[src/logic/clb_pkg.sv]
// constants and types for the processor line-read and write bus controller
// Functional notes
// - sample ack, refuse, nocache, data at C2
// - no ack: drop data, wait, resample
// - first ack forwards data and nocache level
// - burst allowed continues line from clock three
// - burst refused: three long reads, bump A3:A2
// - burst five clocks, inhibited eight clocks
// - hold address in burst; slave advances A3:A2
// - beats three and four like beat two
// - keep cycle_active if next cycle ready
// - ignore slave nocache during writes
// - single writes for listed uncacheable cases
// - drive address, attributes, read/write low
// - nocache out for noncachable or alternate space; alternate space only on writes
// - assert begin and active in first clock
// - drop begin, drive selected lanes second clock
// - end write on ack else wait
// - release data drivers after write ends
// - burst refuse looked at first beat only
package clb_pkg;

  // bus cycle phases
  typedef enum logic [2:0] {
    CLB_IDLE,
    CLB_START,
    CLB_DATA,
    CLB_RELEASE
  } clb_state_e;

  // transfer sizes on xfer_size
  localparam logic [1:0] CLB_SIZE_LONG = 2'h0;
  localparam logic [1:0] CLB_SIZE_BYTE = 2'h1;
  localparam logic [1:0] CLB_SIZE_WORD = 2'h2;
  localparam logic [1:0] CLB_SIZE_LINE = 2'h3;

  // index of the last beat in one line
  localparam logic [1:0] CLB_LAST_BEAT = 2'h3;
  // reset values of the bus pins
  localparam logic [31:0] CLB_ADDR_RST = 32'h0000_0000;
  localparam logic [31:0] CLB_DATA_RST = 32'h0000_0000;
  localparam logic [3:0] CLB_LANES_NONE = 4'h0;

endpackage

[src/logic/clb_bus_ctl.sv]
// bus controller: line reads (burst or inhibited) and single writes
`timescale 1ns/1ns
module clb_bus_ctl
  import clb_pkg::*;
(
  // clock and reset
  input wire logic clock,
  input wire logic rst,
  // request from the memory unit
  input wire logic req_valid,
  output logic req_ready,
  input wire logic req_line,
  input wire logic [1:0] req_size,
  input wire logic [31:0] req_addr,
  input wire logic [31:0] req_wdata,
  input wire logic [1:0] req_user,
  input wire logic [2:0] req_type,
  input wire logic [2:0] req_mod,
  input wire logic req_noncache,
  input wire logic req_altspace,
  // answers to the memory unit
  output logic rd_valid,
  output logic [31:0] rd_data,
  output logic [1:0] rd_index,
  output logic rd_nocache,
  output logic wr_done,
  // bus pins toward the slave
  output logic [31:0] addr,
  output logic [1:0] xfer_size,
  output logic rw,
  output logic [1:0] user_attr,
  output logic [2:0] access_type,
  output logic [2:0] access_modifier,
  output logic nocache_out_n,
  output logic cycle_begin_n,
  output logic cycle_active_n,
  output logic [31:0] data_o,
  output logic [3:0] data_oe,
  // bus pins from the slave
  input wire logic [31:0] data_i,
  input wire logic xfer_ack_n,
  input wire logic burst_refuse_n,
  input wire logic slave_nocache_n
);

  typedef struct packed {
    clb_state_e st;
    logic line;
    logic first;
    logic inhibited;
    logic [1:0] beat;
    logic nc_line;
    logic [31:0] addr;
    logic [1:0] size;
    logic rw;
    logic [1:0] user;
    logic [2:0] ttype;
    logic [2:0] tmod;
    logic nc_out;
    logic begin_n;
    logic active_n;
    logic [31:0] dout;
    logic [3:0] oe;
    logic rd_valid;
    logic [31:0] rd_data;
    logic [1:0] rd_index;
    logic rd_nc;
    logic wr_done;
  } clb_state_s;

  clb_state_s st_r;
  clb_state_s st_nxt;
  logic [3:0] lanes;
  logic ack;

  clb_lane_sel u_lanes (
    .size(st_r.size),
    .addr_lo(st_r.addr[1:0]),
    .lanes(lanes)
  );

  // slave runs on this same bus clock, so its pins are sampled directly;
  // a synchroniser would let one ack count for several beats
  assign ack = ~xfer_ack_n;
  // new request only accepted while no beat is pending
  assign req_ready = (st_r.st == CLB_IDLE) || (st_r.st == CLB_RELEASE);

  // next-state logic
  always_comb begin
    st_nxt = st_r;
    st_nxt.rd_valid = 1'b0;
    st_nxt.wr_done = 1'b0;
    case (st_r.st)
      CLB_IDLE, CLB_RELEASE: begin
        st_nxt.oe = CLB_LANES_NONE;
        st_nxt.begin_n = 1'b1;
        if (req_valid) begin
          // attributes driven in the first clock
          st_nxt.addr = req_addr;
          st_nxt.line = req_line;
          st_nxt.size = req_line ? CLB_SIZE_LINE : req_size;
          st_nxt.rw = req_line; // write drives read/write low
          st_nxt.user = req_user;
          st_nxt.ttype = req_type;
          st_nxt.tmod = req_mod;
          // only noncachable or alternate space writes
          st_nxt.nc_out = req_noncache | (~req_line & req_altspace);
          st_nxt.begin_n = 1'b0;
          st_nxt.active_n = 1'b0;
          st_nxt.dout = req_wdata;
          st_nxt.first = 1'b1;
          st_nxt.inhibited = 1'b0;
          st_nxt.beat = 2'h0;
          st_nxt.st = CLB_START;
        end else begin
          st_nxt.active_n = 1'b1;
          st_nxt.st = CLB_IDLE;
        end
      end
      CLB_START: begin
        st_nxt.begin_n = 1'b1;
        if (!st_r.rw) begin
          st_nxt.oe = lanes;
        end
        st_nxt.st = CLB_DATA;
      end
      CLB_DATA: begin
        // wait states: keep sampling on each edge, latched data dropped
        if (ack) begin
          if (!st_r.rw) begin
            // write terminates, slave nocache ignored
            st_nxt.wr_done = 1'b1;
            st_nxt.oe = CLB_LANES_NONE;
            st_nxt.st = CLB_RELEASE;
          end else begin
            st_nxt.rd_valid = 1'b1;
            st_nxt.rd_data = data_i;
            // inhibited cycles already carry the bumped address
            st_nxt.rd_index = st_r.inhibited ? st_r.addr[3:2]
                                             : st_r.addr[3:2] + st_r.beat;
            if (st_r.first) begin
              // refuse and nocache judged on first beat only
              st_nxt.nc_line = ~slave_nocache_n;
              st_nxt.inhibited = st_r.line & ~burst_refuse_n;
            end
            st_nxt.rd_nc = st_r.first ? ~slave_nocache_n : st_r.nc_line;
            st_nxt.first = 1'b0;
            st_nxt.beat = st_r.beat + 2'h1;
            if (!st_r.line || st_r.beat == CLB_LAST_BEAT) begin
              st_nxt.st = CLB_RELEASE;
            end else if (st_r.first ? ~burst_refuse_n : st_r.inhibited) begin
              // separate long reads, processor bumps A3:A2
              st_nxt.addr[3:2] = st_r.addr[3:2] + 2'h1;
              st_nxt.size = CLB_SIZE_LONG;
              st_nxt.begin_n = 1'b0;
              st_nxt.st = CLB_START;
            end else begin
              // burst beat, address held
              st_nxt.st = CLB_DATA;
            end
          end
        end
      end
      default: st_nxt.st = CLB_IDLE;
    endcase
  end

  // state register; pins idle high, bus released
  always_ff @(posedge clock or posedge rst) begin
    if (rst) begin
      st_r <= '0;
      st_r.st <= CLB_IDLE;
      st_r.rw <= 1'b1;
      st_r.begin_n <= 1'b1;
      st_r.active_n <= 1'b1;
      st_r.addr <= CLB_ADDR_RST;
      st_r.dout <= CLB_DATA_RST;
    end else begin
      st_r <= st_nxt;
    end
  end

  // outputs straight from the state register
  assign rd_valid = st_r.rd_valid;
  assign rd_data = st_r.rd_data;
  assign rd_index = st_r.rd_index;
  assign rd_nocache = st_r.rd_nc;
  assign wr_done = st_r.wr_done;
  assign addr = st_r.addr;
  assign xfer_size = st_r.size;
  assign rw = st_r.rw;
  assign user_attr = st_r.user;
  assign access_type = st_r.ttype;
  assign access_modifier = st_r.tmod;
  assign nocache_out_n = ~st_r.nc_out;
  assign cycle_begin_n = st_r.begin_n;
  assign cycle_active_n = st_r.active_n;
  assign data_o = st_r.dout;
  assign data_oe = st_r.oe;

endmodule // clb_bus_ctl

[src/logic/clb_lane_sel.sv]
// byte lane enables for a single write from size and low address
`timescale 1ns/1ns
module clb_lane_sel
  import clb_pkg::*;
(
  // transfer description
  input wire logic [1:0] size,
  input wire logic [1:0] addr_lo,
  // lane enables, bit 3 is the d31..d24 lane
  output logic [3:0] lanes
);

  // byte and word pick lanes from the offset, long and line use all four
  always_comb begin
    case (size)
      CLB_SIZE_BYTE: lanes = 4'h8 >> addr_lo;
      CLB_SIZE_WORD: lanes = addr_lo[1] ? 4'h3 : 4'hc;
      default: lanes = 4'hf;
    endcase
  end

endmodule // clb_lane_sel

[config.mk]
export PLATFORM = sky130hd
export DESIGN_NAME = clb_bus_ctl
export DESIGN_NICKNAME = d
export VERILOG_FILES = /design/src/logic/clb_pkg.sv /design/src/logic/clb_bus_ctl.sv /design/src/logic/clb_lane_sel.sv
export SDC_FILE = /design/constraint.sdc
export NUM_CORES = 1
export LEC_CHECK = 0
export BUFFER_PORTS_ARGS = -buffer_cell sky130_fd_sc_hd__buf_2
export CAP_MARGIN = 10
export CORE_ASPECT_RATIO = 0.75
export CORE_MARGIN = 5
export CORE_UTILIZATION = 53
export CTS_CLUSTER_SIZE = 16
export DETAILED_ROUTE_END_ITERATION = 7
export GPL_ROUTABILITY_DRIVEN = 0
export HOLD_SLACK_MARGIN = 0.1
export PLACE_DENSITY_LB_ADDON = 0.1
export SLEW_MARGIN = 10
export SYNTH_ARGS = -nofsm -noshare
export SYNTH_HDL_FRONTEND = slang
export SYNTH_SLANG_ARGS = --single-unit
[constraint.sdc]
create_clock -name clock -period 7 [get_ports clock]
set_clock_uncertainty 0.15 [all_clocks]
set_input_delay 0.35 -clock clock [delete_from_list [all_inputs] [get_ports clock]]
set_output_delay 0.35 -clock clock [all_outputs]
set_load 0.02 [all_outputs]
==> results.sh, run 1 <==
export IMPL_synth_area_leader="dfrtp_1"
export IMPL_cp_required_ns=7.14
export IMPL_floorplan_io_pins=235
export IMPL_rows=33
export IMPL_dpl_cell_area_um2=6410
export IMPL_drt_antenna_violating_nets=0
export IMPL_cp_slowest_stage_delay_ns=0.64
export IMPL_final_period_minus_worst_setup_slack_ns=2.91
export IMPL_grt_overflow_total=0
export IMPL_syn_area_um2=6000
export IMPL_layout_cells_most_common="buf_2"
export IMPL_post_synth_xor_area_fraction_pct=0.292
export IMPL_post_route_period_util_pct=41.6
export IMPL_cts_reportedPaths_clkPinSlew_ns=0.06
export IMPL_crit_reg2reg_launch="st_r[125]$_DFFE_PP0P_"
export IMPL_unrepaired_setup_endpoints_after_global_routing="no"
export IMPL_pwr_density_cell_nw_per_um2=492
export IMPL_yosys_area_share_adder_pct=1.25
export IMPL_number_of_buffers_and_inverters_on_the_critical_path=2
export IMPL_initial_antenna_violation_count=0
export IMPL_crit_reg2reg_capture="st_r[122]$_DFFE_PP0P_"
export IMPL_hold_path_endpoint="rw$_DFFE_PP1P_"
export IMPL_synthToLayoutAreaGrowth_pct=35.9
export IMPL_endpoint_kind="flop"
export IMPL_max_cap_violations=0
export IMPL_worstPathMaxFanout=37
export IMPL_final_area_um2=8150
export IMPL_cts_tree="built"
export IMPL_vdd_drop_max_uv=340
export IMPL_timing_hold_worst_start="req_valid"
export IMPL_number_of_cells_traversed_by_the_worst_hold_path=3
export IMPL_post_synth_cell_area_avg_um2=11.5
export IMPL_ys_top_cells_by_area="dfrtp_1 51%, buf_4 14%, mux2_2 9.0%, nand2_1 6.9%, mux2_4 5.8%"
export IMPL_yosysSeqAreaShare_pct=52.6
export IMPL_drive_gt1_share_pct=46.0
export IMPL_dieArea_um2=13600
export IMPL_cts_made_buffers=17
export IMPL_detail_route_drc_violations=0
export IMPL_relSlewSlack_pct=24.5
export IMPL_die_width_um=133
export IMPL_net_count_synth=642
export IMPL_worstPathArrival_ns=3.06
export IMPL_antennaDiodeCount=0
export IMPL_area_share_of_the_largest_cell_type_after_synthesis_pct=51.3
export IMPL_worstSetupPathType="reg2reg"
export IMPL_routedWlPerCell_um=15.9
export IMPL_vias=4372
export IMPL_cp_top_family="buffers and inverters"
export IMPL_worst_skew_pair_late_latency_ns=0.40
export IMPL_vias_in_the_first_global_route=4571
export IMPL_pin_count_of_the_biggest_net_entering_global_routing=78
export IMPL_run_status="finished clean"
export IMPL_wire_length_of_the_first_global_routing_pass_mm=23.2
export IMPL_ff2ff_setup_slack_ns=4.09
export IMPL_cts_resized=0
export IMPL_class_of_the_most_critical_hold_timing_path="in2reg"
export IMPL_post_dp_hpwl_mm=9.15
export IMPL_detail_route_iter0_violations=136
export IMPL_firstDrtPassIters=4
export IMPL_core_region_area_um2=11000
export IMPL_clkSinkCount=126
export IMPL_crit_chain="inv_1, ha_1, nand3b_4, inv_2, nand2_1, o41ai_2"
export IMPL_timing_fmax_mhz=343
export IMPL_critical_path_startpoint_type="flop"
export IMPL_synth_compound_area_share_pct=4.78
export IMPL_via_per_inst=4.80
export IMPL_final_max_slew_violation_count=0
export IMPL_synthDistinctLibCells=42
export IMPL_buffer_ports_inserted=234
export IMPL_floorplan_initialDensity_pct=54.6
export IMPL_post_synthesis_cells=521
export IMPL_timing_final_hold_violations=0
export IMPL_p_leak_nw=4.24
export IMPL_global_route_usage_total_pct=21.5
export IMPL_synth_top_family_by_area="buffers and inverters"
export IMPL_cts_buffer_depth=2
export IMPL_report_final_setup_viol=0
export IMPL_synth_simple_gate_area_share_pct=9.22
export IMPL_timing_critical_path_slowest_stage_cell="inv_2"
export IMPL_worst_slew_pin_transition_ns=1.13
export IMPL_cts_htree_levels=4
export IMPL_die_outline_height_um=102
export IMPL_synth_mux_area_share_pct=15.1
export IMPL_timing_reg2reg_worst_path_depth=6
export IMPL_synth_seq_cells=126
export IMPL_num_nets_final=878
export IMPL_setup_tns_final_ns=0
export IMPL_post_route_wl_mm=14.5
export IMPL_root_buffer="clkbuf_16"
export IMPL_commonest_cells_after_routing_fill_and_taps_aside="234 x buf_2, 123 x dfrtp_1, 111 x dlygate4sd3_1"
export IMPL_yosysWarningCount=0
export IMPL_cp_startpoint="st_r[125]$_DFFE_PP0P_"
registers in the layout (all words and copies together), names as in the netlist, 2 cells and up, named ones only:
register         cells
access_modifier      3
access_type          3
addr                32
data_o              32
data_oe              4
rd_data             32
rd_index             2
st_r                 8
user_attr            2
xfer_size            2
timing repair:
action                                 in CTS  in global routing
setup buffers                               0                  0
hold buffers                              111                  0
endpoints found under the hold margin     166                  0
how the worst max path moves through the flow:
| stage | depth (start not counted) | slack (ns) | endpoint |
|---|---|---|---|
| floorplan | 1 | 3.15 | async pin |
| global placement | 6 | 4.19 | st_r[122]$_DFFE_PP0P_ |
| finish | 6 | 4.09 | st_r[122]$_DFFE_PP0P_ |
| global route | 6 | 3.75 | st_r[122]$_DFFE_PP0P_ |
| CTS | 6 | 4.07 | st_r[122]$_DFFE_PP0P_ |
| detailed placement | 6 | 4.07 | st_r[122]$_DFFE_PP0P_ |
worst register-to-register path, cell delays in order (launching register included):
cell and delay (ns):
dfrtp_1 0.39, inv_1 0.06, ha_1 0.59, nand3b_4 0.50, inv_2 0.66, nand2_1 0.17, o41ai_2 0.29
power breakdown:
part | internal (W) | switching (W)
Combinational | 0.000770 | 0.00101
Clock | 0.000607 | 0.000318
Sequential | 0.00109 | 0.000211
routing by layer:
metal / GRT usage [%] / share of wire [%]
met4: 7.59 / 1.6
met1: 26.2 / 40
met3: 6.74 / 7.9
met2: 36.7 / 50
met5: 0 / 0
synthesized netlist by cell type, drive strengths merged:
| library cell | count |
|---|---|
| o21ba | 2 |
| nand2 | 111 |
| mux2i | 2 |
| nand3 | 1 |
| mux2 | 71 |
| nor2 | 8 |
| o31a | 1 |
| nor3 | 1 |
| xnor2 | 2 |
| a211oi | 1 |
| a41oi | 1 |
| o32ai | 1 |
| clkbuf | 3 |
| inv | 13 |
| buf | 126 |
| dfstp | 3 |
| nand3b | 3 |
| a32o | 1 |
| ha | 6 |
| nor2b | 1 |
| nand2b | 2 |
| o22a | 1 |
| a21oi | 12 |
| o21a | 1 |
| dfrtp | 123 |
| a31oi | 2 |
| and2b | 2 |
| a21o | 3 |
| o21ai | 14 |
| nor3b | 1 |
| o41ai | 2 |
layout make-up:
class | instances | area (um2)
Fill cell | 737 | 2830
Clock inverter | 13 | 188
Timing Repair Buffer | 346 | 2290
Tap cell | 140 | 175
Sequential cell | 126 | 3160
Inverter | 13 | 51.3
Clock buffer | 19 | 443
Multi-Input combinational cell | 253 | 1850
metrics by stage:
stage / std cells / worst slack, ns / hold slack [ns] / util [%] / power [W]
floorplan: 521 / 3.15 / 0.270 / - / 0.00295
global placement: 767 / 4.19 / 0.302 / 58.3 / 0.00299
detailed placement: 767 / 4.07 / 0.312 / 58.3 / 0.00303
CTS: 910 / 4.07 / 0.106 / 74.2 / 0.00403
global route: 910 / 3.75 / 0.133 / 74.2 / 0.00424
finish: 910 / 4.09 / 0.118 / 74.2 / 0.00401
kinds of logic (layout without fill, tap and decap cells):
group,count (synthesis),in the layout
AOI/OAI and AO/OA,42,42
xor gates and xnor gates,2,2
adders and majority gates,6,6
buffers and inverters,142,391
DFF,126,126
muxes,73,73
and+or+nand+nor,130,130
No activity file was read; power rests on OpenSTA's default activity.
==> inputs of run 2 (changes only) <==
- CORE_UTILIZATION: 53 -> 49
- clock period: 7 -> 2.95 ns (I/O delays scaled with it)
==> run 2 against run 1 <==
Hold slack better by 0.032 ns. Cell count up 3.7%. First-iteration DRC count up 46%. Critical path type unchanged. Largest cell class unchanged. Highest routed layer unchanged. Critical endpoint is now st_r[75]$_DFFE_PP0P_. Clock power is 100% higher. Non-clock buffer count is 8 higher. Cell area rose by 0.26%. Die area increased by 7.4%.
==> results.sh, run 2 (synthesis results as in run 1) <==
export IMPL_run_status="finished clean"
export IMPL_p_int_w=0.00559
export IMPL_power_switching_fraction_pct=39.3
export IMPL_fin_total_pwr_w=0.00922
export IMPL_cts_htree_levels=4
export IMPL_cts_made_buffers=17
export IMPL_unrepaired_setup_endpoints_after_global_routing="no"
export IMPL_detail_route_drc_violations=0
export IMPL_antennaDiodeCount=0
export IMPL_dpl_cell_area_um2=6480
export IMPL_clkSinkCount=126
export IMPL_root_buffer="clkbuf_16"
export IMPL_relSlewSlack_pct=37.1
export IMPL_dieArea_um2=14600
export IMPL_worstSetupPathType="reg2reg"
export IMPL_routedWlPerCell_um=15.2
export IMPL_final_max_slew_violation_count=0
export IMPL_firstDrtPassIters=4
export IMPL_combinationalPowerShare_pct=46.3
export IMPL_cts_buffer_depth=2
export IMPL_critical_path_startpoint_type="flop"
export IMPL_post_layout_nonfiller_instances=944
export IMPL_class_of_the_most_critical_hold_timing_path="in2reg"
export IMPL_switching_power_w=0.00363
export IMPL_floorplan_initialDensity_pct=49.4
export IMPL_worstPathArrival_ns=2.63
export IMPL_global_route_usage_total_pct=19.5
export IMPL_buffer_ports_inserted=234
export IMPL_final_fill_count=905
export IMPL_vdd_drop_max_uv=648
export IMPL_share_of_total_power_in_sequential_cells_pct=33.3
export IMPL_p_clk_share_pct=20.4
export IMPL_final_area_um2=8170
export IMPL_floorplan_io_pins=235
export IMPL_rows=35
export IMPL_die_width_um=138
export IMPL_die_outline_height_um=106
export IMPL_cts_reportedPaths_clkPinSlew_ns=0.05
export IMPL_cts_resized=0
export IMPL_commonest_cells_after_routing_fill_and_taps_aside="234 x buf_2, 123 x dfrtp_1, 115 x dlygate4sd3_1"
export IMPL_detail_route_iter0_violations=199
export IMPL_post_route_wl_mm=14.3
export IMPL_timing_fmax_mhz=399
export IMPL_worst_skew_pair_late_latency_ns=0.40
export IMPL_grt_overflow_total=0
export IMPL_post_cts_buffers=0
export IMPL_final_period_minus_worst_setup_slack_ns=2.50
export IMPL_place_inst=797
export IMPL_drive_gt1_share_pct=45.6
export IMPL_max_cap_violations=0
export IMPL_pwr_density_cell_nw_per_um2=1130
export IMPL_setup_tns_final_ns=0
export IMPL_initial_antenna_violation_count=0
export IMPL_layout_cells_most_common="buf_2"
export IMPL_report_final_setup_viol=0
export IMPL_core_region_area_um2=12100
export IMPL_cts_hold_buffers=115
export IMPL_drt_antenna_violating_nets=0
export IMPL_post_dp_hpwl_mm=9.47
export IMPL_vias_in_the_first_global_route=4657
export IMPL_cp_required_ns=3.08
export IMPL_endpoint_kind="flop"
export IMPL_post_route_period_util_pct=84.9
export IMPL_cts_tree="built"
export IMPL_p_leak_nw=4.23
export IMPL_timing_final_hold_violations=0
export IMPL_synthToLayoutAreaGrowth_pct=36.2
export IMPL_worstPathMaxFanout=24
export IMPL_worst_slew_pin_transition_ns=0.944
export IMPL_wire_length_of_the_first_global_routing_pass_mm=22.5
export IMPL_via_per_inst=4.60
export IMPL_vias=4343
export IMPL_pin_count_of_the_biggest_net_entering_global_routing=75
export IMPL_num_nets_final=886
==> run 2: critical path, cell delays in order, from the launching register on <==
cell and delay, ns:
dfrtp_1 0.37, inv_1 0.05, ha_1 0.49, nand2_4 0.23
buf_4 0.30, nor3_1 0.18, dlygate4sd3_1 0.56, a21oi_1 0.04
==> run 2: path summary, 6_finish.rpt <==
check | start | cells after the start | slack, ns | end
worst min register to register | rd_data[23]$_DFFE_PP0P_ | 2 | 0.32 | rd_data[23]$_DFFE_PP0P_
worst min-delay path | req_valid | 4 | 0.15 | addr[2]$_DFFE_PP0P_
max in group asynchronous | rst | 4 | 1.55 | addr[26]$_DFFE_PP0P_
worst max-delay path | st_r[125]$_DFFE_PP0P_ | 7 | 0.45 | st_r[75]$_DFFE_PP0P_
min in group asynchronous | rst | 4 | 0.36 | access_modifier[0]$_DFFE_PP0P_
worst max register to register | st_r[125]$_DFFE_PP0P_ | 7 | 0.45 | st_r[75]$_DFFE_PP0P_
==> run 2: through the flow <==
step | utilization (%) | worst slack [ns] | hold slack, ns
after floorplan | - | 1.01 | 0.0673
after global placement | 53.5 | 0.672 | 0.187
after global routing | 67.4 | 0.288 | 0.171
after detailed placement | 53.5 | 0.578 | 0.194
after CTS | 67.4 | 0.423 | 0.125
final | 67.4 | 0.446 | 0.150
==> run 2: final cells by class <==
class                      instances  area, um2  share of cell area [%]
clock inverter                    11       95.1                    1.16
inverter                          13       52.6                   0.643
sequential                       126       3160                    38.6
multi-input combinational        253       1850                    22.6
timing repair buffer             354       2370                    29.0
tap                              166        208                    2.54
clock buffer                      21        440                    5.39
==> run 2: per-layer routing <==
metal	share of wire, %	vias to the layer above	track usage (%)
met5	0	-	0
li1	-	2083	-
met1	43	2097	24.3
met2	49	146	32.6
met4	1.3	0	6.42
met3	7.6	17	5.77
==> run 2: power groups by stage <==
stage | clock network, W | logic (W) | registers, W
2_1_floorplan | 0 | 0.00399 | 0.00301
3_3_place_gp | 0 | 0.00409 | 0.00304
3_5_place_dp | 0 | 0.00415 | 0.00308
4_1_cts | 0.00193 | 0.00432 | 0.00306
5_1_grt | 0.00200 | 0.00459 | 0.00317
6_report | 0.00188 | 0.00427 | 0.00307
==> inputs of run 3 (changes only) <==
- CORE_UTILIZATION: 49 -> 44
- clock period: 2.95 -> 2.1 ns (I/O delays scaled with it)
==> run 3 against run 2 <==
Count of clock-buffer cells in the layout rose by 3. Setup slack got worse by 0.26 ns. Highest routed layer unchanged. Non-clock buffer count is 3 higher. Maximum frequency increased by 31%. Sequential share of layout area decreased by 0.39 points. Register-to-register slack got worse by 0.26 ns. Cell count is 1.2% higher.
==> results.sh, run 3 (synthesis results as in run 1) <==
export IMPL_run_status="finished clean"
export IMPL_class_of_the_most_critical_hold_timing_path="in2reg"
export IMPL_post_route_wl_mm=14.3
export IMPL_worstSetupPathType="reg2reg"
export IMPL_routedWlPerCell_um=15.0
export IMPL_worst_skew_pair_late_latency_ns=0.41
export IMPL_fin_total_pwr_w=0.0131
export IMPL_vias=4300
export IMPL_cp_startpoint="st_r[125]$_DFFE_PP0P_"
export IMPL_post_layout_nonfiller_instances=955
export IMPL_vias_in_the_first_global_route=4623
export IMPL_timing_final_hold_violations=0
export IMPL_via_per_inst=4.50
export IMPL_unrepaired_setup_endpoints_after_global_routing="no"
export IMPL_place_inst=809
export IMPL_cts_reportedPaths_clkPinSlew_ns=0.06
export IMPL_worstPathArrival_ns=2.05
export IMPL_global_route_usage_total_pct=18.2
export IMPL_post_route_period_util_pct=91.0
export IMPL_final_area_um2=8250
export IMPL_cts_buffer_depth=2
export IMPL_critical_path_startpoint_type="flop"
export IMPL_worst_slew_pin_transition_ns=0.658
export IMPL_detail_route_drc_violations=0
export IMPL_clkSinkCount=126
export IMPL_pwr_density_cell_nw_per_um2=1590
export IMPL_timing_fmax_mhz=524
export IMPL_cts_resized=0
export IMPL_grt_overflow_total=0
export IMPL_floorplan_io_pins=235
export IMPL_vdd_drop_max_uv=855
export IMPL_drt_antenna_violating_nets=0
export IMPL_wire_length_of_the_first_global_routing_pass_mm=23.1
export IMPL_cp_required_ns=2.24
export IMPL_synthToLayoutAreaGrowth_pct=37.6
export IMPL_post_cts_buffers=0
export IMPL_cts_tree="built"
export IMPL_p_leak_nw=4.27
export IMPL_report_final_setup_viol=0
export IMPL_dpl_cell_area_um2=6540
export IMPL_antennaDiodeCount=0
export IMPL_root_buffer="clkbuf_16"
export IMPL_num_nets_final=889
export IMPL_initial_antenna_violation_count=0
export IMPL_layout_cells_most_common="buf_2"
export IMPL_endpoint_kind="flop"
export IMPL_final_fill_count=1093
export IMPL_timing_hold_worst_start="data_i[28]"
export IMPL_post_dp_hpwl_mm=9.26
export IMPL_commonest_cells_after_routing_fill_and_taps_aside="234 x buf_2, 123 x dfrtp_1, 115 x dlygate4sd3_1"
export IMPL_core_region_area_um2=13500
export IMPL_pin_count_of_the_biggest_net_entering_global_routing=127
export IMPL_drive_gt1_share_pct=45.6
export IMPL_fin_hold_ws_ns=0.272
export IMPL_crit_reg2reg_launch="st_r[125]$_DFFE_PP0P_"
export IMPL_setup_tns_final_ns=0
export IMPL_rows=37
export IMPL_max_cap_violations=0
export IMPL_detail_route_iter0_violations=150
export IMPL_buffer_ports_inserted=234
export IMPL_cts_made_buffers=17
export IMPL_final_max_slew_violation_count=0
export IMPL_die_outline_height_um=111
export IMPL_cts_htree_levels=4
export IMPL_floorplan_initialDensity_pct=44.4
export IMPL_relSlewSlack_pct=56.1
export IMPL_dieArea_um2=16100
export IMPL_firstDrtPassIters=4
export IMPL_worstPathMaxFanout=5
export IMPL_final_period_minus_worst_setup_slack_ns=1.91
export IMPL_die_width_um=145
==> run 3: cell types whose count changed in the layout (fill, tap and decap cells not counted) <==
cell	previous run	this run
bufinv_16	1	2
clkinv_2	5	4
clkinvlp_4	4	2
clkinv_4	2	0
clkbuf_1	4	5
buf_12	1	3
clkbuf_8	0	2
buf_4	4	5
==> run 3: final timing paths <==
check,slack (ns),cells past startpoint,to
worst max-delay path,0.19,6,st_r[124]$_DFFE_PP0P_
worst min register to register,0.32,2,rd_data[9]$_DFFE_PP0P_
worst min-delay path,0.27,4,rd_data[28]$_DFFE_PP0P_
max in group asynchronous,1.03,4,addr[0]$_DFFE_PP0P_
min in group asynchronous,0.30,4,access_modifier[0]$_DFFE_PP0P_
worst max register to register,0.19,6,st_r[124]$_DFFE_PP0P_
==> run 3: power by group <==
part / leakage, nW / switching (W) / internal, W
registers: 1.52 / 0.000668 / 0.00364
clock network: 0.274 / 0.000983 / 0.00179
logic: 2.48 / 0.00338 / 0.00265
total: 4.27 / 0.00503 / 0.00808
==> run 3: final cells by class <==
type	count	area, um2	share of cell area, %
Clock buffer	24	472	5.72
Timing Repair Buffer	357	2420	29.3
Sequential cell	126	3160	38.3
Inverter	13	52.6	0.637
Tap cell	175	219	2.65
Clock inverter	7	87.6	1.06
Multi-Input combinational cell	253	1850	22.4
==> run 3: critical path: stages, from the launching register on <==
cell and delay (ns):
dfrtp_1 0.37, inv_1 0.05, ha_1 0.37, buf_4 0.19, nand3_1 0.06, dlygate4sd3_1 0.56, nand2_1 0.05
==> run 3: metal layers <==
| metal | global-route usage, % | share of wire, % |
|---|---|---|
| met5 | 0 | 0 |
| met4 | 6.53 | 1.2 |
| met3 | 5.17 | 8.7 |
| met2 | 30.4 | 49 |
| met1 | 22.3 | 41 |
==> run 3: stage by stage <==
stage | util, % | worst slack [ns]
after floorplan | - | 0.160
after global placement | 48.4 | 0.277
after detailed placement | 48.4 | 0.241
after CTS | 61.1 | 0.185
after global routing | 61.1 | 0.0944
final | 61.1 | 0.190
==> run 3: repair_timing <==
action | CTS | global route
hold endpoints to repair | 242 | 0
endpoints found under the setup margin | 0 | 0
hold buffers | 115 | 0
